### src/caww_cfg.svh
// Constants for the counter array waveform and watchdog block.
// Assumes inclusion by bare name from the package and the design file.
`ifndef CAWW_CFG_SVH
`define CAWW_CFG_SVH
`define CAWW_NMOD 6
`define CAWW_WDOG_MOD 5
// APB byte addresses
`define CAWW_A_CTRL 12'h000
`define CAWW_A_MODE 12'h004
`define CAWW_A_CNTL 12'h008
`define CAWW_A_CNTH 12'h00C
`define CAWW_A_MOD0 12'h010
`define CAWW_A_STEP 12'h010
`define CAWW_A_LAST 12'h06C
// Counter control register fields
`define CAWW_CT_OVF 7
`define CAWW_CT_RUN 6
// Counter mode register fields
`define CAWW_MD_IDLE 7
`define CAWW_MD_WDE 6
`define CAWW_MD_WLK 5
`define CAWW_MD_TBH 3
`define CAWW_MD_TBL 1
`define CAWW_MD_OVIE 0
`define CAWW_MD_RST 8'h40
// Module mode register fields
`define CAWW_MM_WIDE 7
`define CAWW_MM_CMP 6
`define CAWW_MM_MAT 3
`define CAWW_MM_TOG 2
`define CAWW_MM_PWM 1
`define CAWW_MM_IE 0
`define CAWW_MM_TIMER 8'h48
// Timebase codes and prescale
`define CAWW_TB_DIV12 3'h0
`define CAWW_TB_DIV4 3'h1
`define CAWW_TB_T0 3'h2
`define CAWW_TB_EXT 3'h3
`define CAWW_TB_SYS 3'h4
`define CAWW_TB_OSC8 3'h5
`define CAWW_DIV12_LAST 4'hB
`define CAWW_DIV4_LAST 4'h3
`define CAWW_OSC8_LAST 4'h7
`define CAWW_BYTE_MAX 8'hFF
`define CAWW_ZERO8 8'h00
`endif

### src/caww_pkg.sv
// Types for the counter array waveform and watchdog block.
// Assumes caww_cfg.svh sits in the include path.
`include "caww_cfg.svh"
package caww_pkg;
  typedef struct packed {
    logic [11:0] paddr;
    logic psel;
    logic penable;
    logic pwrite;
    logic [31:0] pwdata;
  } caww_apb_req_type;
  typedef struct packed {
    logic [31:0] prdata;
    logic pready;
    logic pslverr;
  } caww_apb_rsp_type;
  typedef enum logic [1:0] {
    CAWW_WF_OFF = 2'b00,
    CAWW_WF_FREQ = 2'b01,
    CAWW_WF_PWM8 = 2'b11,
    CAWW_WF_PWM16 = 2'b10
  } caww_wave_type;
endpackage

### src/caww_core.sv
// Counter array: 16-bit counter, six compare modules with waveform modes,
// and the module 5 watchdog. Registers over APB, one word each.
// Assumes pins tick_t0_in, ext_edge_in, ext_osc_in, idle_in come from outside.
//
// What this block does
// - Frequency mode: low byte match toggles pin, adds high byte to low byte.
// - High byte zero gives a 256-tick half period in frequency mode.
// - Compare, toggle and PWM enables together select frequency mode.
// - Low byte write clears compare enable; high byte write sets it.
// - 8-bit PWM: pin high on low-byte match, low on low-byte overflow.
// - 8-bit PWM: low byte reloads from high byte at each low-byte wrap.
// - Compare and PWM set, wide select clear, selects 8-bit PWM.
// - Compare enable clear holds PWM at zero duty; zero high byte is full.
// - 16-bit PWM: pin high on full word match, low on counter overflow.
// - Compare, PWM and wide select set selects 16-bit PWM.
// - Watchdog enable makes module 5 compare high byte with counter high byte.
// - Watchdog on after reset; divide-by-12, low byte and offset zero.
// - Watchdog on forces run, freezes counter, timebase, idle, module 5 mode.
// - Under watchdog, run bit writes do not stop counter; run reads zero unless set.
// - Module 5 high byte write reloads counter high byte plus offset.
// - Watchdog reset when low byte overflows while module 5 high byte matches.
// - Writing one to module 5 flag under watchdog forces a reset.
// - Either enable or lock bit turns the watchdog on.
// - Lock holds watchdog on until reset; otherwise enable bit clears it.
// - Match sets sticky flag until software clears it; interrupt if enabled.
`timescale 1ns/1ps
`default_nettype none
`include "caww_cfg.svh"
module caww_core (
  input wire logic clock_in,
  input wire logic nrst_in,
  input wire caww_pkg::caww_apb_req_type apb_in,
  output caww_pkg::caww_apb_rsp_type apb_out,
  input wire logic tick_t0_in,
  input wire logic ext_edge_in,
  input wire logic ext_osc_in,
  input wire logic idle_in,
  output logic [5:0] module_output_pin_out,
  output logic irq_out,
  output logic wdog_reset_out
);
  import caww_pkg::*;

  logic [7:0] count_low_byte_r;
  logic [7:0] count_high_byte_r;
  logic [7:0] counter_mode_r;
  logic counter_run_r;
  logic count_ovf_r;
  logic [5:0] module_event_flag_r;
  logic [7:0] module_mode_r [0:5];
  logic [7:0] compare_low_byte_r [0:5];
  logic [7:0] compare_high_byte_r [0:5];
  logic [5:0] module_output_pin_r;
  logic wdog_reset_r;
  logic irq_r;
  logic [3:0] prescale_r;
  logic [2:0] t0_sync_r;
  logic [2:0] ext_sync_r;
  logic [2:0] osc_sync_r;
  logic [1:0] idle_sync_r;
  caww_apb_rsp_type rsp_r;

  logic watchdog_on;
  logic counter_go;
  logic tick;
  logic low_wrap;
  logic full_wrap;
  logic wr;
  logic rd;
  logic [2:0] timebase_select;
  logic [3:0] prescale_last;
  logic [11:0] addr;
  logic [7:0] wbyte;
  logic [5:0] match_evt;
  logic mod_hit;
  logic [2:0] mod_idx;

  function automatic caww_wave_type wave_of(input logic [7:0] mm);
    if (mm[`CAWW_MM_PWM] && mm[`CAWW_MM_TOG] && !mm[`CAWW_MM_MAT]) begin
      wave_of = CAWW_WF_FREQ;
    end else if (mm[`CAWW_MM_PWM] && !mm[`CAWW_MM_TOG] && !mm[`CAWW_MM_MAT]) begin
      wave_of = mm[`CAWW_MM_WIDE] ? CAWW_WF_PWM16 : CAWW_WF_PWM8;
    end else begin
      wave_of = CAWW_WF_OFF;
    end
  endfunction

  function automatic logic is_mod(input logic [11:0] a);
    is_mod = (a >= `CAWW_A_MOD0) && (a <= `CAWW_A_LAST) && (a[1:0] == 2'b00);
  endfunction

  assign addr = apb_in.paddr;
  assign wbyte = apb_in.pwdata[7:0];
  assign wr = apb_in.psel && apb_in.penable && apb_in.pwrite;
  assign rd = apb_in.psel && apb_in.penable && !apb_in.pwrite;
  assign mod_hit = is_mod(addr);
  // Each module owns four words: mode, low, high, spare
  assign mod_idx = 3'((addr - `CAWW_A_MOD0) >> 4);

  assign watchdog_on = counter_mode_r[`CAWW_MD_WDE] || counter_mode_r[`CAWW_MD_WLK];
  assign timebase_select = counter_mode_r[`CAWW_MD_TBH:`CAWW_MD_TBL];
  // Idle halt only pauses the counter; watchdog force still wins otherwise
  assign counter_go = (counter_run_r || watchdog_on)
    && !(counter_mode_r[`CAWW_MD_IDLE] && idle_sync_r[1]);

  always_comb begin
    case (timebase_select)
      `CAWW_TB_DIV12: prescale_last = `CAWW_DIV12_LAST;
      `CAWW_TB_DIV4: prescale_last = `CAWW_DIV4_LAST;
      default: prescale_last = `CAWW_OSC8_LAST;
    endcase
  end

  always_comb begin
    case (timebase_select)
      `CAWW_TB_DIV12, `CAWW_TB_DIV4: tick = prescale_r == prescale_last;
      `CAWW_TB_T0: tick = t0_sync_r[1] && !t0_sync_r[2];
      `CAWW_TB_EXT: tick = ext_sync_r[2] && !ext_sync_r[1];
      `CAWW_TB_SYS: tick = 1'b1;
      `CAWW_TB_OSC8: tick = (osc_sync_r[1] && !osc_sync_r[2]) && prescale_r == prescale_last;
      default: tick = 1'b0;
    endcase
  end

  assign low_wrap = counter_go && tick && count_low_byte_r == `CAWW_BYTE_MAX;
  assign full_wrap = low_wrap && count_high_byte_r == `CAWW_BYTE_MAX;

  always_ff @(posedge clock_in or negedge nrst_in) begin
    if (!nrst_in) begin
      t0_sync_r <= 3'h0;
      ext_sync_r <= 3'h0;
      osc_sync_r <= 3'h0;
      idle_sync_r <= 2'h0;
    end else begin
      t0_sync_r <= {t0_sync_r[1:0], tick_t0_in};
      ext_sync_r <= {ext_sync_r[1:0], ext_edge_in};
      osc_sync_r <= {osc_sync_r[1:0], ext_osc_in};
      idle_sync_r <= {idle_sync_r[0], idle_in};
    end
  end

  always_ff @(posedge clock_in or negedge nrst_in) begin
    if (!nrst_in) begin
      prescale_r <= 4'h0;
    end else if (wdog_reset_r || !counter_go) begin
      prescale_r <= 4'h0;
    end else if (timebase_select == `CAWW_TB_OSC8) begin
      if (osc_sync_r[1] && !osc_sync_r[2]) begin
        prescale_r <= (prescale_r == prescale_last) ? 4'h0 : prescale_r + 4'h1;
      end
    end else begin
      prescale_r <= (prescale_r == prescale_last) ? 4'h0 : prescale_r + 4'h1;
    end
  end

  // Counter; software writes ignored while the watchdog runs
  always_ff @(posedge clock_in or negedge nrst_in) begin
    if (!nrst_in) begin
      count_low_byte_r <= `CAWW_ZERO8;
      count_high_byte_r <= `CAWW_ZERO8;
    end else if (wdog_reset_r) begin
      count_low_byte_r <= `CAWW_ZERO8;
      count_high_byte_r <= `CAWW_ZERO8;
    end else if (wr && addr == `CAWW_A_CNTL && !watchdog_on) begin
      count_low_byte_r <= wbyte;
    end else if (wr && addr == `CAWW_A_CNTH && !watchdog_on) begin
      count_high_byte_r <= wbyte;
    end else if (counter_go && tick) begin
      count_low_byte_r <= count_low_byte_r + 8'h01;
      if (low_wrap) begin
        count_high_byte_r <= count_high_byte_r + 8'h01;
      end
    end
  end

  always_ff @(posedge clock_in or negedge nrst_in) begin
    if (!nrst_in) begin
      counter_mode_r <= `CAWW_MD_RST;
    end else if (wdog_reset_r) begin
      counter_mode_r <= `CAWW_MD_RST;
    end else if (wr && addr == `CAWW_A_MODE) begin
      if (watchdog_on) begin
        // Timebase and idle frozen; lock sticks once set
        counter_mode_r[`CAWW_MD_WDE] <= wbyte[`CAWW_MD_WDE];
        counter_mode_r[`CAWW_MD_WLK] <= counter_mode_r[`CAWW_MD_WLK] | wbyte[`CAWW_MD_WLK];
        counter_mode_r[`CAWW_MD_OVIE] <= wbyte[`CAWW_MD_OVIE];
      end else begin
        counter_mode_r <= wbyte;
      end
    end
  end

  // Run bit stores only what software wrote, so it reads zero until set
  always_ff @(posedge clock_in or negedge nrst_in) begin
    if (!nrst_in) begin
      counter_run_r <= 1'b0;
      count_ovf_r <= 1'b0;
    end else if (wdog_reset_r) begin
      counter_run_r <= 1'b0;
      count_ovf_r <= 1'b0;
    end else begin
      if (wr && addr == `CAWW_A_CTRL) begin
        counter_run_r <= wbyte[`CAWW_CT_RUN];
      end
      if (full_wrap) begin
        count_ovf_r <= 1'b1;
      end else if (wr && addr == `CAWW_A_CTRL) begin
        count_ovf_r <= wbyte[`CAWW_CT_OVF];
      end
    end
  end

  // Compare modules
  for (genvar m = 0; m < `CAWW_NMOD; m++) begin : g_mod
    localparam logic [11:0] BASE = 12'(`CAWW_A_MOD0 + m * `CAWW_A_STEP);
    logic wd_mod;
    logic hit_low;
    logic hit_word;
    logic wr_mode;
    logic wr_low;
    logic wr_high;
    logic next_low_hit;
    logic next_word_hit;
    caww_wave_type wave;
    assign wd_mod = (m == `CAWW_WDOG_MOD) && watchdog_on;
    assign wave = wave_of(module_mode_r[m]);
    assign hit_low = counter_go && tick && count_low_byte_r == compare_low_byte_r[m];
    assign hit_word = hit_low && count_high_byte_r == compare_high_byte_r[m];
    // PWM pins follow the count the tick lands on, so 8-bit duty is exactly 256 - high byte
    assign next_low_hit = counter_go && tick &&
      8'(count_low_byte_r + 8'h01) == compare_low_byte_r[m];
    assign next_word_hit = counter_go && tick &&
      16'({count_high_byte_r, count_low_byte_r} + 16'h0001) ==
      {compare_high_byte_r[m], compare_low_byte_r[m]};
    assign wr_mode = wr && addr == BASE;
    assign wr_low = wr && addr == BASE + 12'h004;
    assign wr_high = wr && addr == BASE + 12'h008;

    always_comb begin
      if (!module_mode_r[m][`CAWW_MM_CMP]) begin
        match_evt[m] = 1'b0;
      end else if (wave == CAWW_WF_FREQ || wave == CAWW_WF_PWM8) begin
        match_evt[m] = hit_low;
      end else if (wd_mod) begin
        match_evt[m] = 1'b0;
      end else begin
        match_evt[m] = hit_word;
      end
    end

    always_ff @(posedge clock_in or negedge nrst_in) begin
      if (!nrst_in) begin
        module_mode_r[m] <= 8'h00;
      end else if (wdog_reset_r) begin
        module_mode_r[m] <= 8'h00;
      end else if (wd_mod) begin
        module_mode_r[m] <= `CAWW_MM_TIMER;
      end else if (wr_mode) begin
        module_mode_r[m] <= wbyte;
      end else if (wr_low) begin
        module_mode_r[m][`CAWW_MM_CMP] <= 1'b0;
      end else if (wr_high) begin
        module_mode_r[m][`CAWW_MM_CMP] <= 1'b1;
      end
    end

    always_ff @(posedge clock_in or negedge nrst_in) begin
      if (!nrst_in) begin
        compare_low_byte_r[m] <= `CAWW_ZERO8;
        compare_high_byte_r[m] <= `CAWW_ZERO8;
      end else if (wdog_reset_r) begin
        compare_low_byte_r[m] <= `CAWW_ZERO8;
        compare_high_byte_r[m] <= `CAWW_ZERO8;
      end else if (wr_low) begin
        compare_low_byte_r[m] <= wbyte;
      end else if (wr_high && wd_mod) begin
        compare_high_byte_r[m] <= count_high_byte_r + compare_low_byte_r[m];
      end else if (wr_high) begin
        compare_high_byte_r[m] <= wbyte;
      end else if (wave == CAWW_WF_FREQ && match_evt[m]) begin
        // 8-bit add wraps, so a zero step is a full 256 ticks
        compare_low_byte_r[m] <= compare_low_byte_r[m] + compare_high_byte_r[m];
      end else if (wave == CAWW_WF_PWM8 && low_wrap) begin
        compare_low_byte_r[m] <= compare_high_byte_r[m];
      end
    end

    always_ff @(posedge clock_in or negedge nrst_in) begin
      if (!nrst_in) begin
        module_output_pin_r[m] <= 1'b0;
      end else if (wdog_reset_r) begin
        module_output_pin_r[m] <= 1'b0;
      end else if (wave == CAWW_WF_FREQ) begin
        if (match_evt[m]) begin
          module_output_pin_r[m] <= !module_output_pin_r[m];
        end
      end else if (wave == CAWW_WF_PWM8 || wave == CAWW_WF_PWM16) begin
        // On overflow a zero compare value keeps the pin high: full duty
        if (!module_mode_r[m][`CAWW_MM_CMP]) begin
          module_output_pin_r[m] <= 1'b0;
        end else if (wave == CAWW_WF_PWM8 ? low_wrap : full_wrap) begin
          module_output_pin_r[m] <= (wave == CAWW_WF_PWM8) ?
            (compare_high_byte_r[m] == `CAWW_ZERO8) :
            ({compare_high_byte_r[m], compare_low_byte_r[m]} == 16'h0000);
        end else if (wave == CAWW_WF_PWM8 ? next_low_hit : next_word_hit) begin
          module_output_pin_r[m] <= 1'b1;
        end
      end
    end
  end

  // Sticky flags: hardware set wins over a software clear
  always_ff @(posedge clock_in or negedge nrst_in) begin
    if (!nrst_in) begin
      module_event_flag_r <= 6'h00;
    end else if (wdog_reset_r) begin
      module_event_flag_r <= 6'h00;
    end else begin
      for (int i = 0; i < `CAWW_NMOD; i++) begin
        if (match_evt[i]) begin
          module_event_flag_r[i] <= 1'b1;
        end else if (wr && addr == `CAWW_A_CTRL) begin
          module_event_flag_r[i] <= wbyte[i];
        end
      end
    end
  end

  always_ff @(posedge clock_in or negedge nrst_in) begin
    if (!nrst_in) begin
      irq_r <= 1'b0;
    end else begin
      irq_r <= 1'b0;
      for (int i = 0; i < `CAWW_NMOD; i++) begin
        if (module_event_flag_r[i] && module_mode_r[i][`CAWW_MM_IE]) begin
          irq_r <= 1'b1;
        end
      end
      if (count_ovf_r && counter_mode_r[`CAWW_MD_OVIE]) begin
        irq_r <= 1'b1;
      end
    end
  end

  // Watchdog reset; single cycle since the pulse clears itself on the next clock
  always_ff @(posedge clock_in or negedge nrst_in) begin
    if (!nrst_in) begin
      wdog_reset_r <= 1'b0;
    end else if (wdog_reset_r) begin
      wdog_reset_r <= 1'b0;
    end else if (watchdog_on && low_wrap &&
                 compare_high_byte_r[`CAWW_WDOG_MOD] == count_high_byte_r) begin
      wdog_reset_r <= 1'b1;
    end else if (watchdog_on && wr && addr == `CAWW_A_CTRL && wbyte[`CAWW_WDOG_MOD]) begin
      wdog_reset_r <= 1'b1;
    end
  end

  // APB slave: zero wait, unmapped reads zero with an error
  always_ff @(posedge clock_in or negedge nrst_in) begin
    if (!nrst_in) begin
      rsp_r <= '0;
    end else begin
      rsp_r.pready <= apb_in.psel && !apb_in.penable;
      rsp_r.pslverr <= apb_in.psel && !apb_in.penable && !(apb_in.paddr <= `CAWW_A_CNTH ||
                       (is_mod(apb_in.paddr) && apb_in.paddr[3:2] != 2'b11));
      rsp_r.prdata <= 32'h0000_0000;
      if (apb_in.psel && !apb_in.penable && !apb_in.pwrite) begin
        case (apb_in.paddr)
          `CAWW_A_CTRL: rsp_r.prdata[7:0] <= {count_ovf_r, counter_run_r, module_event_flag_r};
          `CAWW_A_MODE: rsp_r.prdata[7:0] <= counter_mode_r;
          `CAWW_A_CNTL: rsp_r.prdata[7:0] <= count_low_byte_r;
          `CAWW_A_CNTH: rsp_r.prdata[7:0] <= count_high_byte_r;
          default: begin
            if (is_mod(apb_in.paddr)) begin
              case (apb_in.paddr[3:2])
                2'b00: rsp_r.prdata[7:0] <= module_mode_r[3'((apb_in.paddr - `CAWW_A_MOD0) >> 4)];
                2'b01: rsp_r.prdata[7:0] <= compare_low_byte_r[3'((apb_in.paddr - `CAWW_A_MOD0) >> 4)];
                2'b10: rsp_r.prdata[7:0] <= compare_high_byte_r[3'((apb_in.paddr - `CAWW_A_MOD0) >> 4)];
                default: rsp_r.prdata[7:0] <= 8'h00;
              endcase
            end
          end
        endcase
      end
    end
  end

  assign apb_out = rsp_r;
  assign module_output_pin_out = module_output_pin_r;
  assign irq_out = irq_r;
  assign wdog_reset_out = wdog_reset_r;
endmodule
`default_nettype wire

### config.mk
export PLATFORM = sky130hd
export DESIGN_NAME = caww_core
export DESIGN_NICKNAME = d
export VERILOG_FILES = /design/src/caww_pkg.sv /design/src/caww_core.sv
export VERILOG_INCLUDE_DIRS = /design/src
export SDC_FILE = /design/constraint.sdc
export NUM_CORES = 1
export LEC_CHECK = 0
export BUFFER_PORTS_ARGS = -buffer_cell sky130_fd_sc_hd__buf_4
export CAP_MARGIN = 20
export CORE_MARGIN = 1
export CORE_UTILIZATION = 40
export CTS_BUF_LIST = sky130_fd_sc_hd__clkbuf_16
export CTS_CLUSTER_DIAMETER = 150
export DETAILED_ROUTE_END_ITERATION = 6
export GPL_ROUTABILITY_DRIVEN = 0
export SLEW_MARGIN = 20
export SYNTH_ARGS = -nofsm -noshare
export SYNTH_HDL_FRONTEND = slang
export SYNTH_SLANG_ARGS = --single-unit
### constraint.sdc
create_clock -name clock_in -period 3.3 [get_ports clock_in]
set_input_delay 0.33 -clock clock_in [delete_from_list [all_inputs] [get_ports clock_in]]
set_output_delay 0.33 -clock clock_in [all_outputs]
set_load 0.05 [all_outputs]
* Word level (Yosys, flattened, before mapping)
Index checks and enable logic that the tools add are counted.
Cells by class: reductions and logical operators 237, add/subtract/negate cells 12, mux-type cells 239, bitwise gates (word level) 2, equal/unequal tests 104, order comparisons 4
Operator list (number):
- 8-bit two-way mux | 76
- 8-bit == test | 19
- 1-bit two-way mux | 132
- 1-bit logical AND | 114
- 12-bit by 7-bit == test with 1-bit output, second input constant | 9
- 16-bit == test | 6
- 16-bit zero test | 6
- 8-bit binary-select mux with 3-bit select | 3
- 12-bit by 6-bit == test with 1-bit output, second input constant | 6
- 8-bit adder | 7
- 3-bit nonzero test | 18
- 8-bit zero test | 6
- 3-bit inequality test, second input constant | 15
- 4-bit nonzero test | 11
- 6-bit two-way mux | 7
- 12-bit by 5-bit == test with 1-bit output, second input constant | 3
- 8-bit case mux with 4 select lines | 1
- 5-bit by 1-bit inequality test with 1-bit output, second input constant | 6
- 1-bit zero test | 27
- 2-bit == test, second input constant | 13
- 2-bit AND reduction | 13
- 12-bit by 4-bit == test with 1-bit output, second input constant | 2
- 2-bit two-way mux | 12
- 8-bit case mux with 3 select lines | 1
- 29 further kinds | 85
Storage, ports and cells: bits in registers 209, logic and storage cells 650, output and inout bits 42

* Longest topological paths before layout
Gate-level depths: netlist (run 1).
depth in word-level cells 17, mapped depth 14, gate-level depth less buffers 10

* Worst setup path after synthesis (run 1)
Ideal clock, no wire load.
path type input port to flip-flop, from input port apb_in[39] in the netlist's numbering, to register rsp_r (netlist bit apb_out[4]), path slack 6 ps, stages on the path 11, data arrival time 3158 ps, cells stage by stage clkbuf_1 -> buf_1 -> buf_1 -> inv_1 -> ha_1 -> clkbuf_1 -> mux4_2 -> a221oi_1 -> nor3_1 -> o21ai_0 -> a31oi_1
On the way: word-level cells in the longest chain between the ends 9, elaborated cells between the ends (all ways) 23, those cells by class add/sub: 1; order compare: 2; eq/ne: 3; mux: 13; bitwise: 1; reduce/logical: 3
Ends and longest elaborated chain:
- from (decl) | RTL line caww_core.sv:32 | input wire caww_pkg::caww_apb_req_type apb_in,
- 7-bit by 5-bit subtractor with 7-bit output (no line)
- 3-bit NOT with 4-bit output | RTL line caww_core.sv:377, caww_core.sv:378, caww_core.sv:379
- 8-bit binary-select mux with 3-bit select, on equally long branches | RTL line caww_core.sv:379, caww_core.sv:377, caww_core.sv:378
- 8-bit two-way mux, on equally long branches (2 in series) | RTL line caww_core.sv:379, caww_core.sv:377, caww_core.sv:378
- 8-bit case mux with 3 select lines | RTL line caww_core.sv:376 | case (apb_in.paddr[3:2])
- 8-bit two-way mux | RTL line caww_core.sv:375 | if (is_mod(apb_in.paddr)) begin
- 8-bit case mux with 4 select lines * | RTL line caww_core.sv:369 | case (apb_in.paddr)
- 8-bit two-way mux * | RTL line caww_core.sv:368 | if (apb_in.psel && !apb_in.penable && !apb_in.pwrite) begin
- to (decl) | RTL line caww_core.sv:61 | caww_apb_rsp_type rsp_r;
Mark *: on every way between the ends. The rest lies on a longest branch, timed or not. The select of a mux whose other input is x is not followed. A chain may end at the register's enable or synchronous reset.

* Worst setup path after layout (run 1)
from register prescale_r[0], to register module_output_pin_r[2] (netlist: module_output_pin_out[2])
On the way: word-level cells in the longest chain between the ends 12, elaborated cells between the ends (all ways) 22, those cells by class eq/ne: 3; mux: 10; reduce/logical: 9
Ends and longest elaborated chain:
- from (decl) | RTL line caww_core.sv:56 | logic [3:0] prescale_r;
- from (signal assigned) | RTL line caww_core.sv:149 | prescale_r <= (prescale_r == prescale_last) ? 4'h0 : prescale_r + 4'h1;
- from (signal assigned) | RTL line caww_core.sv:152 | prescale_r <= (prescale_r == prescale_last) ? 4'h0 : prescale_r + 4'h1;
- 4-bit == test * | RTL line caww_core.sv:116, caww_core.sv:120
- 1-bit logical AND | RTL line caww_core.sv:120 | `CAWW_TB_OSC8: tick = (osc_sync_r[1] && !osc_sync_r[2]) && prescale_r == prescale_last;
- 1-bit case mux with 5 select lines * | RTL line caww_core.sv:115 | case (timebase_select)
- 1-bit logical AND *
- 1-bit logical AND (no line) (2 in series)
- 1-bit two-way mux (2 in series) | RTL line caww_core.sv:301 | end else if (wave == CAWW_WF_PWM8 ? low_wrap : full_wrap) begin
- 1-bit two-way mux | RTL line caww_core.sv:299 | if (!module_mode_r[m][`CAWW_MM_CMP]) begin
- 1-bit two-way mux | RTL line caww_core.sv:297 | end else if (wave == CAWW_WF_PWM8 || wave == CAWW_WF_PWM16) begin
- 1-bit two-way mux | RTL line caww_core.sv:293 | end else if (wave == CAWW_WF_FREQ) begin
- 1-bit two-way mux | RTL line caww_core.sv:291 | end else if (wdog_reset_r) begin
- to (signal, indexed assignment) | RTL line caww_core.sv:295 | module_output_pin_r[m] <= !module_output_pin_r[m];
- to (signal, indexed assignment) | RTL line caww_core.sv:302 | module_output_pin_r[m] <= (wave == CAWW_WF_PWM8) ?
- to (decl) | RTL line caww_core.sv:53 | logic [5:0] module_output_pin_r;
Marked as above.

==> results of run 1 <==
## cell type report
cell class / instances / share of cell area
clock inverters: 22 / 0.0113
diodes: 1 / 0.000125
multi-input cells: 1647 / 0.572
repair buffers: 205 / 0.0806
clock buffers: 26 / 0.0325
inverters: 26 / 0.00488
flip-flops and latches: 209 / 0.262
well taps: 585 / 0.0366
## through the flow
stage	std cells	total power, W	hold WS, ns	setup TNS, ns	util
final	2721	0.00711	0.0889	0	0.464
after global routing	2720	0.00733	0.0857	-0.0943	0.464
after floorplan	2063	0.00364	0.0344	0	-
after CTS	2714	0.00711	0.0695	0	0.463
after detailed placement	2660	0.00414	0.339	-0.0393	0.440
after global placement	2660	0.00412	0.334	-0.0149	0.440
## layer usage
metal | share of wire | routed length [microns]
met1 | 0.39 | 27500
met2 | 0.42 | 29600
met3 | 0.12 | 8460
met4 | 0.061 | 4290
met5 | 0 | 0
## state kept, by name, summed over array words and instances (netlist names)
register               flops
compare_low_byte_r        48
idle_sync_r                2
apb_out                   10
count_high_byte_r          8
compare_high_byte_r       48
t0_sync_r                  3
module_output_pin_out      6
irq_out                    1
prescale_r                 4
count_ovf_r                1
counter_mode_r             8
counter_run_r              1
wdog_reset_out             1
osc_sync_r                 3
count_low_byte_r           8
module_event_flag_r        6
ext_sync_r                 3
module_mode_r             48
## synthesized netlist by cell type, types with 12 or more instances
cell type and number:
sky130_fd_sc_hd__mux2i_1 99, sky130_fd_sc_hd__dfrtp_1 208, sky130_fd_sc_hd__buf_1 20, sky130_fd_sc_hd__inv_1 25
sky130_fd_sc_hd__nand4_1 21, sky130_fd_sc_hd__a221oi_1 19, sky130_fd_sc_hd__o221ai_1 12, sky130_fd_sc_hd__xor2_1 58
sky130_fd_sc_hd__a21oi_1 135, sky130_fd_sc_hd__a21o_1 14, sky130_fd_sc_hd__a211oi_1 18, sky130_fd_sc_hd__buf_2 21
sky130_fd_sc_hd__xnor2_1 165, sky130_fd_sc_hd__ha_1 57, sky130_fd_sc_hd__a2111oi_0 23, sky130_fd_sc_hd__o21bai_1 12
sky130_fd_sc_hd__o21ai_0 107, sky130_fd_sc_hd__nor2b_1 12, sky130_fd_sc_hd__or3_1 21, sky130_fd_sc_hd__nor2_1 261
sky130_fd_sc_hd__clkbuf_1 106, sky130_fd_sc_hd__nor3_1 55, sky130_fd_sc_hd__buf_4 32, sky130_fd_sc_hd__nand3_1 57
sky130_fd_sc_hd__nor4_1 35, sky130_fd_sc_hd__and3_1 14, sky130_fd_sc_hd__nand2_1 165, sky130_fd_sc_hd__mux4_2 24
sky130_fd_sc_hd__a31oi_1 22
## critical path: cells and delay by family (launching register included)
family	cells	cell delay [ns]
simple gates	4	1.44
compound gates	3	1.05
flops	1	0.40
fa+ha+maj	1	0.19
## power by group
part	switching (W)	leakage, nW	internal, W
combinational	0.000940	4.95	0.000524
clock	0.00121	0.434	0.00175
sequential	0.0000761	2.61	0.00262
total	0.00222	7.99	0.00489
## cell families (layout without fill, tap and decap cells)
logic type,after synthesis,after routing,synth area share
AO/OA/AOI/OAI,486,486,0.191
adder cells (fa/ha/maj),64,64,0.0488
AND/OR/NAND/NOR,716,716,0.197
XOR/XNOR,231,231,0.122
flip-flops,209,209,0.299
other,1,25,0.000214
multiplexers,126,126,0.0895
buffers and inverters,207,279,0.0533
## layout by cell type (no fill, tap or decap), types with 12 or more instances in the layout
cell type,instances
sky130_fd_sc_hd__nor3_1,54
sky130_fd_sc_hd__nor2_1,261
sky130_fd_sc_hd__clkbuf_16,26
sky130_fd_sc_hd__conb_1,24
sky130_fd_sc_hd__inv_1,29
sky130_fd_sc_hd__o21bai_1,12
sky130_fd_sc_hd__nand2_1,165
sky130_fd_sc_hd__nor2b_1,12
sky130_fd_sc_hd__a31oi_1,22
sky130_fd_sc_hd__o21ai_0,107
sky130_fd_sc_hd__mux2i_1,99
sky130_fd_sc_hd__xor2_1,58
sky130_fd_sc_hd__ha_1,57
sky130_fd_sc_hd__nand3_1,56
sky130_fd_sc_hd__a221oi_1,19
sky130_fd_sc_hd__dfrtp_1,207
sky130_fd_sc_hd__a2111oi_0,22
sky130_fd_sc_hd__a21oi_1,135
sky130_fd_sc_hd__buf_4,194
sky130_fd_sc_hd__nor4_1,35
sky130_fd_sc_hd__a21o_1,14
sky130_fd_sc_hd__and3_1,14
sky130_fd_sc_hd__o221ai_1,12
sky130_fd_sc_hd__xnor2_1,164
sky130_fd_sc_hd__a211oi_1,18
sky130_fd_sc_hd__mux4_2,24
sky130_fd_sc_hd__or3_1,21
sky130_fd_sc_hd__nand4_1,21
## how the worst max path moves through the flow
stage | startpoint | endpoint | slack [ns]
floorplan | apb_in[39] | apb_out[4] | 0.006
global placement | prescale_r[0] | compare_low_byte_r[10] | -0.01
detailed placement | prescale_r[0] | compare_low_byte_r[10] | -0.04
CTS | prescale_r[0] | compare_low_byte_r[37] | 0.05
global route | prescale_r[0] | compare_low_byte_r[1] | -0.04
finish | prescale_r[0] | module_output_pin_out[2] | 0.13
## timing repair
item	4_1_cts	5_1_grt
pin swaps	1	4
gates resized for setup	2	3
setup buffers	0	6
endpoints found under the hold margin	78	0
hold buffers	6	0
gates cloned	0	0
setup endpoints to repair	7	23
==> results.md, run 1 <==
- The run finished, with violations left.
- The checks that failed: DRC.
- The clock latency at the later pin of the worst-skew pair is around 0.56 ns.
- The analysis attributes to cell leakage a power of between 7 and 8 nW.
- In the finished design, the share of the clock period the worst path needs comes to 0.962.
- The biggest area consumer among synthesized cells is sky130_fd_sc_hd__dfrtp_1.
- The final count of hold timing violations is 0.
- In the global route stage, overall resource usage came out at 0.313.
- The via-per-instance ratio is between 6 and 7.
- The pre-CTS setup slack is -0.0393 ns.
- The power per cell area is between 300 and 400 nW/um^2.
- Traced cell by cell, the critical path runs through ha_1 > nand3b_1 > a2111oi_4 > and3_1 > nor2_1 > nor4b_1 > o32ai_1 > o311a_1.
- Across all layers, the routed design uses 17,296 vias.
- The floorplan step defined a die boundary enclosing about 45,000 sq um.
- The count of distinct cell types in the synthesized netlist is between 90 and 100.
- In this run, CTS created clock tree buffers numbering 26.
- The clock tree buffer depth is 3.
- The start point of the worst min-delay path is apb_in[34].
- Buffers placed on the I/O ports in this run total 46.
- Setup repair after global routing could not meet its margin everywhere.
- The total area of multi-input combinational cells is 11,400 sq um.
- The worst slew margin relative to its limit is 0.380.
- The post-synthesis instance area is about 17,000 sq um.
- IR analysis of the VDD net gives a maximum drop of 0.000396 V.
- In this run the clock root is driven by a sky130_fd_sc_hd__clkbuf_16.
- For hold timing, the worst endpoint is apb_out[1].
- The height of the die is 211 microns.
- The I/O pin total is 95.
- For this run, the leading register cell type out of synthesis is sky130_fd_sc_hd__dfrtp_1.
- The post-synthesis cell count is about 2,000.
- For met3 alone, demand over resource in global routing was 0.0724.
- The final max-slew violation count is 0.
- The highest-delay cell along the critical path is sky130_fd_sc_hd__nor4b_1.
- Of the synthesized area, sequential elements account for 0.299.
- The routed design has approximately 70 mm of wire.
- The destination of the worst register-to-register timing path is module_output_pin_out[2].
- The H-tree level count is 1.
- The area share of the leading cell type in the synthesized netlist is 0.298.
- After synthesis, the mean cell area works out to around 8.6 sq um.
- TritonCTS built the clock tree.
- The first-pass GRT wire length is around 100 mm.
- The core footprint is between 40,000 and 50,000 sq um.
- For this configuration, the core starts out at a cell density of 0.406.
- Of the cells placed in the final design, the portion with a size suffix greater than 1 is 0.148.
- The storage element area is around 5200 sq um.
- The number of fill cells is ~4,200.
- For flop-to-flop paths, the worst setup slack is 0.13 ns.
- Summed over all nets, the half-perimeter wirelength after detailed placement is a little over 50 mm.
- Of all nets on the critical path, the largest fanout is 4.
- The clock tree skew after final layout is ~0.017 ns.
- The max-capacitance violation count is 0.
- The worst setup path is of the flip-flop to flip-flop kind.
- Global routing finished with a remaining overflow of 0.
- The met2 global-route usage is 0.469.
- In the routed design, unresolved DRC markers number 3.
- At the pin with the least slew margin, the transition time is about 0.92 ns.
- The type of the tightest min-delay check is input port to flip-flop.
- The final critical-path setup slack is between 0.1 and 0.15 ns.
- For this run, the slowest stage of the critical path takes 0.55 ns.
- The met1 capacity usage during global routing is 0.421.
- After clock tree synthesis, the clock-pin slew on the worst setup and hold paths is 0.07 ns.
- Dividing the detail-routed wire length by the instance count gives ~26 microns.
- The type of element launching the critical path is a flip-flop.
- The worst-case reg-to-reg path depth is 8.
- The arrival time at the worst endpoint is 3.62 ns.
- With fillers left out, the area of the finished cells amounts to 20,000 sq um.
- The first routing iteration left approximately 2,400 violations.
- Counting flops with an async set or reset pin after synthesis yields a share of 1.00.
- The number of warning messages in the yosys log is 0.
- The origin of the critical flop-to-flop path is prescale_r[0].
- The total cell area at the placement stage is 19,000 sq um.
- For the finished layout, the period the worst path requires is roughly 3.2 ns.
- The via count of the first global-routing pass is ~17,000.
- Yosys attributes the largest share of cell area to sky130_fd_sc_hd__dfrtp_1 (30%), sky130_fd_sc_hd__xnor2_1 (8.3%), sky130_fd_sc_hd__mux2i_1 (5.7%).
- Compared with the post-synthesis result, the final layout area differs by 14.4%.
- In this run the horizontal extent of the chip is 211 microns.
- The number of flops mapped to enable cells by yosys is 0.
- For this run, the post-layout net count is between 2,000 and 2,500.
- The first-pass detailed-route iteration total is 7.
- The remaining antenna violation count is 0.
- The number of antenna violations at the first check in global routing is 1.
- Entering global routing, the biggest net connects a little under 80 pins.
- After floorplanning, the core was divided into 76 placement rows.
- The required time of the worst setup path is between 3 and 4 ns.
- The global routing stage identified its most utilized layer as met2.
- The number of clock sinks is between 200 and 250.
- The achievable clock frequency is 315 MHz.
- The instance count along the most critical hold path is 2.
- The number of synthesized register bits is between 200 and 250.
- The worst setup path is captured at a flip-flop.
- The number of failing setup endpoints in the final timing report is 0.
No activity file was read; power rests on OpenSTA's default activity.
==> run 2: changes to the inputs <==
--- a/config.mk
+++ b/config.mk
@@ -14,6 +14,7 @@
 export CTS_CLUSTER_DIAMETER = 150
 export DETAILED_ROUTE_END_ITERATION = 6
 export GPL_ROUTABILITY_DRIVEN = 0
+export PLACE_DENSITY = 0.68
 export SLEW_MARGIN = 20
 export SYNTH_ARGS = -nofsm -noshare
 export SYNTH_HDL_FRONTEND = slang
==> constraint.sdc (replaced) <==
create_clock -name clock_in -period 3.57 [get_ports clock_in]
set_input_delay 0.357 -clock clock_in [delete_from_list [all_inputs] [get_ports clock_in]]
set_output_delay 0.357 -clock clock_in [all_outputs]
set_load 0.05 [all_outputs]
==> results.md, run 2 (synthesis results as in run 1) <==
- The static leakage came to 7.81 nW (-2.2%).
- The clock latency at the later pin of the worst-skew pair was 0.56 ns (about the same).
- The via-per-instance ratio is 6.47 (+1.8%).
- The family with the most delay on the worst path is compound AO/OA/AOI/OAI gates.
- The pin count of the biggest net entering global routing is 106 (+36%).
- Walking the worst path, the cells encountered are ha_1 > nand3b_1 > a2111oi_4 > nand3_4 > buf_4 > a21oi_2 > buf_4 > a21oi_1 > o211ai_2 > nor2_1 > a2111oi_0.
- The achievable clock frequency came to 297 MHz (-5.9%).
- The worst setup path is captured at a flip-flop.
- The post-route fraction of the period consumed by the critical path is 0.944 (-0.0174).
- The number of nets in the final layout was 2,190 (-1.9%).
- The I/O pin total was 95 (unchanged).
- The aggregate global routing overflow is 0 (unchanged).
- The overall global routing resource usage is 0.304 (-0.00872).
- The worst slew margin relative to its limit is 0.393 (+0.0127).
- The cell area after layout is 19,700 sq um (-1.7%).
- The final design utilization came to 0.456 (-0.00787).
- The post-detailed-placement half-perimeter wirelength is 49.0 mm (-3.7%).
- The remaining antenna violation count is 0 (unchanged).
- The count of inserted antenna diode cells is 0 (-1).
- The final max-slew violation count was 0 (unchanged).
- The overall via count from detail_route is 17,337 (+0.24%).
- The required time of the worst setup path is 3.96 ns (+0.21 ns).
- The clock tree buffer depth is 3 (unchanged).
- The fraction of final layout cells with drive strength greater than 1 was 0.131 (-0.0176).
- The first-pass GRT wire length was 103 mm (-1.9%).
- The number of antenna violations at the first check in global routing is 1 (unchanged).
- The most frequent cell on the critical path is sky130_fd_sc_hd__buf_4.
- The die outline area is 44,500 sq um (unchanged).
- The number of failing setup endpoints in the final timing report was 0 (unchanged).
- The via count of the first global-routing pass was 16,777 (+1.5%).
- The top cell types in the final layout, fill and taps aside, are sky130_fd_sc_hd__nor2_1 (261), sky130_fd_sc_hd__dfrtp_1 (207), sky130_fd_sc_hd__nand2_1 (165), sky130_fd_sc_hd__xnor2_1 (164), sky130_fd_sc_hd__buf_4 (154).
- The first-pass detailed-route iteration total came to 7 (unchanged).
- The initial standard-cell utilization of the core is 0.406 (unchanged).
- The final count of hold timing violations was 0 (unchanged).
- The library cell used most frequently in the layout, excluding fill and tap cells, is sky130_fd_sc_hd__nor2_1.
- The largest registers in the layout are compare_high_byte_r x48, compare_low_byte_r x48, module_mode_r x48.
- The worst hold path belongs to the class input port to flip-flop.
- Setup repair after global routing left no endpoint under its margin.
- The peak fanout along the critical path is 10 (+6).
- The total wire length was 68.3 mm (-2.2%).
- The average wire per cell in the routed design is 25.5 microns (-0.68%).
- The die outline width is 211 microns (unchanged).
- The total CTS buffers is 26 (unchanged).
- The clock tree skew after final layout is 0.0118 ns (-0.00562 ns).
- The worst setup path is of the flip-flop to flip-flop kind.
- The H-tree level count is 1 (unchanged).
- The largest individual stage delay along the critical path comes from the cell sky130_fd_sc_hd__a2111oi_4.
- The power per cell area came to 335 nW/um^2 (-5.9%).
- The biggest cell delay along the critical path was 0.55 ns (about the same).
- TritonCTS built the clock tree.
- The number of DRC markers after the initial detailed-route iteration is 2,504 (+3.3%).
- The arrival time at the worst endpoint is 3.76 ns (+0.14 ns).
- The max-capacitance violation count is 0 (unchanged).
- The total cell area at the placement stage is 18,700 sq um (-1.4%).
- The clock root buffer is sky130_fd_sc_hd__clkbuf_16.
- The CTS clock-pin slew for the worst setup and hold paths is 0.06 ns (about the same).
- The run finished, with violations left.
- The number of remaining DRC errors came to 2 (-1).
- The number of clock sinks is 209 (unchanged).
- The core footprint is 43,100 sq um (unchanged).
- The peak ir drop on the vdd network is 0.000372 V (-5.9%).
- The checks that failed: DRC.
- The final critical path time including I/O delays and setup is 3.37 ns (+0.198 ns).
- The slew of the pin with the lowest slew margin came to 0.903 ns (-0.0189 ns).
- The height of the die is 211 microns (unchanged).
- The number of port buffers was 46 (unchanged).
- The worst slack on hold paths is 0.114 ns (+0.0255 ns).
- Compared with the post-synthesis result, the final layout area differs by 12.4%.
- The buffering stage count on the worst path with inverters included is 2 (+2).
- The row count was 76 (unchanged).
- The type of element launching the critical path is a flip-flop.
[run 2: changes by cell type in the layout (fill, tap and decap cells not counted), sizes merged]
cell,delta
bufinv,+1
clkinv,+2
buf,-42
inv,+1
clkinvlp,-4
diode,-1
[run 2: area by class of cell]
class / count / area (sq um)
multi-input combinational: 1647 / 11400
sequential: 209 / 5240
inverter: 26 / 97.6
timing repair buffer: 163 / 1270
fill: 4108 / 23400
clock buffer: 26 / 651
tap: 585 / 732
clock inverter: 22 / 240
[run 2: final timing paths]
kind / from / endpoint / slack, ns / depth (start not counted)
worst min register to register: t0_sync_r[0] / t0_sync_r[1] / 0.35 / 0
max in group asynchronous: nrst_in / compare_high_byte_r[32] / 2.13 / 3
worst min-delay path: apb_in[34] / apb_out[1] / 0.11 / 2
worst max-delay path: prescale_r[0] / compare_low_byte_r[1] / 0.20 / 11
worst max register to register: prescale_r[0] / compare_low_byte_r[1] / 0.20 / 11
min in group asynchronous: nrst_in / compare_low_byte_r[1] / 0.43 / 2
[run 2: stage by stage]
stage,instances,setup slack [ns],TNS (ns),total power [W]
6_report,2678,0.199,0,0.00658
4_1_cts,2678,0.237,0,0.00653
2_1_floorplan,2063,0.249,0,0.00337
3_5_place_dp,2624,0.268,0,0.00375
5_1_grt,2678,0.0348,0,0.00673
3_3_place_gp,2622,-0.808,-22.17,0.00372
[run 2: where the power goes]
part	leakage [nW]	switching, W	internal (W)
clock	0.461	0.00111	0.00168
sequential	2.61	0.0000720	0.00242
combinational	4.74	0.000837	0.000456
[run 2: worst reg2reg max path: stages (launching register included)]
cell	delay [ns]
sky130_fd_sc_hd__dfrtp_1	0.40
sky130_fd_sc_hd__ha_1	0.26
sky130_fd_sc_hd__nand3b_1	0.16
sky130_fd_sc_hd__a2111oi_4	0.55
sky130_fd_sc_hd__nand3_4	0.18
sky130_fd_sc_hd__buf_4	0.25
sky130_fd_sc_hd__a21oi_2	0.18
sky130_fd_sc_hd__buf_4	0.18
sky130_fd_sc_hd__a21oi_1	0.11
sky130_fd_sc_hd__o211ai_2	0.40
sky130_fd_sc_hd__nor2_1	0.07
sky130_fd_sc_hd__a2111oi_0	0.49
[run 2: routing by layer]
metal	GRT usage	part of all wire	up-vias
met4	0.197	0.081	2
met5	0	0.00016	-
li1	-	-	7439
met3	0.0782	0.13	367
met2	0.444	0.41	1263
met1	0.397	0.38	8266
[run 2: what timing repair did]
item,CTS,global route
hold buffers,6,0
setup endpoints to repair,0,1
buffers inserted,0,0
hold endpoints to repair,106,0
resized for setup,0,1
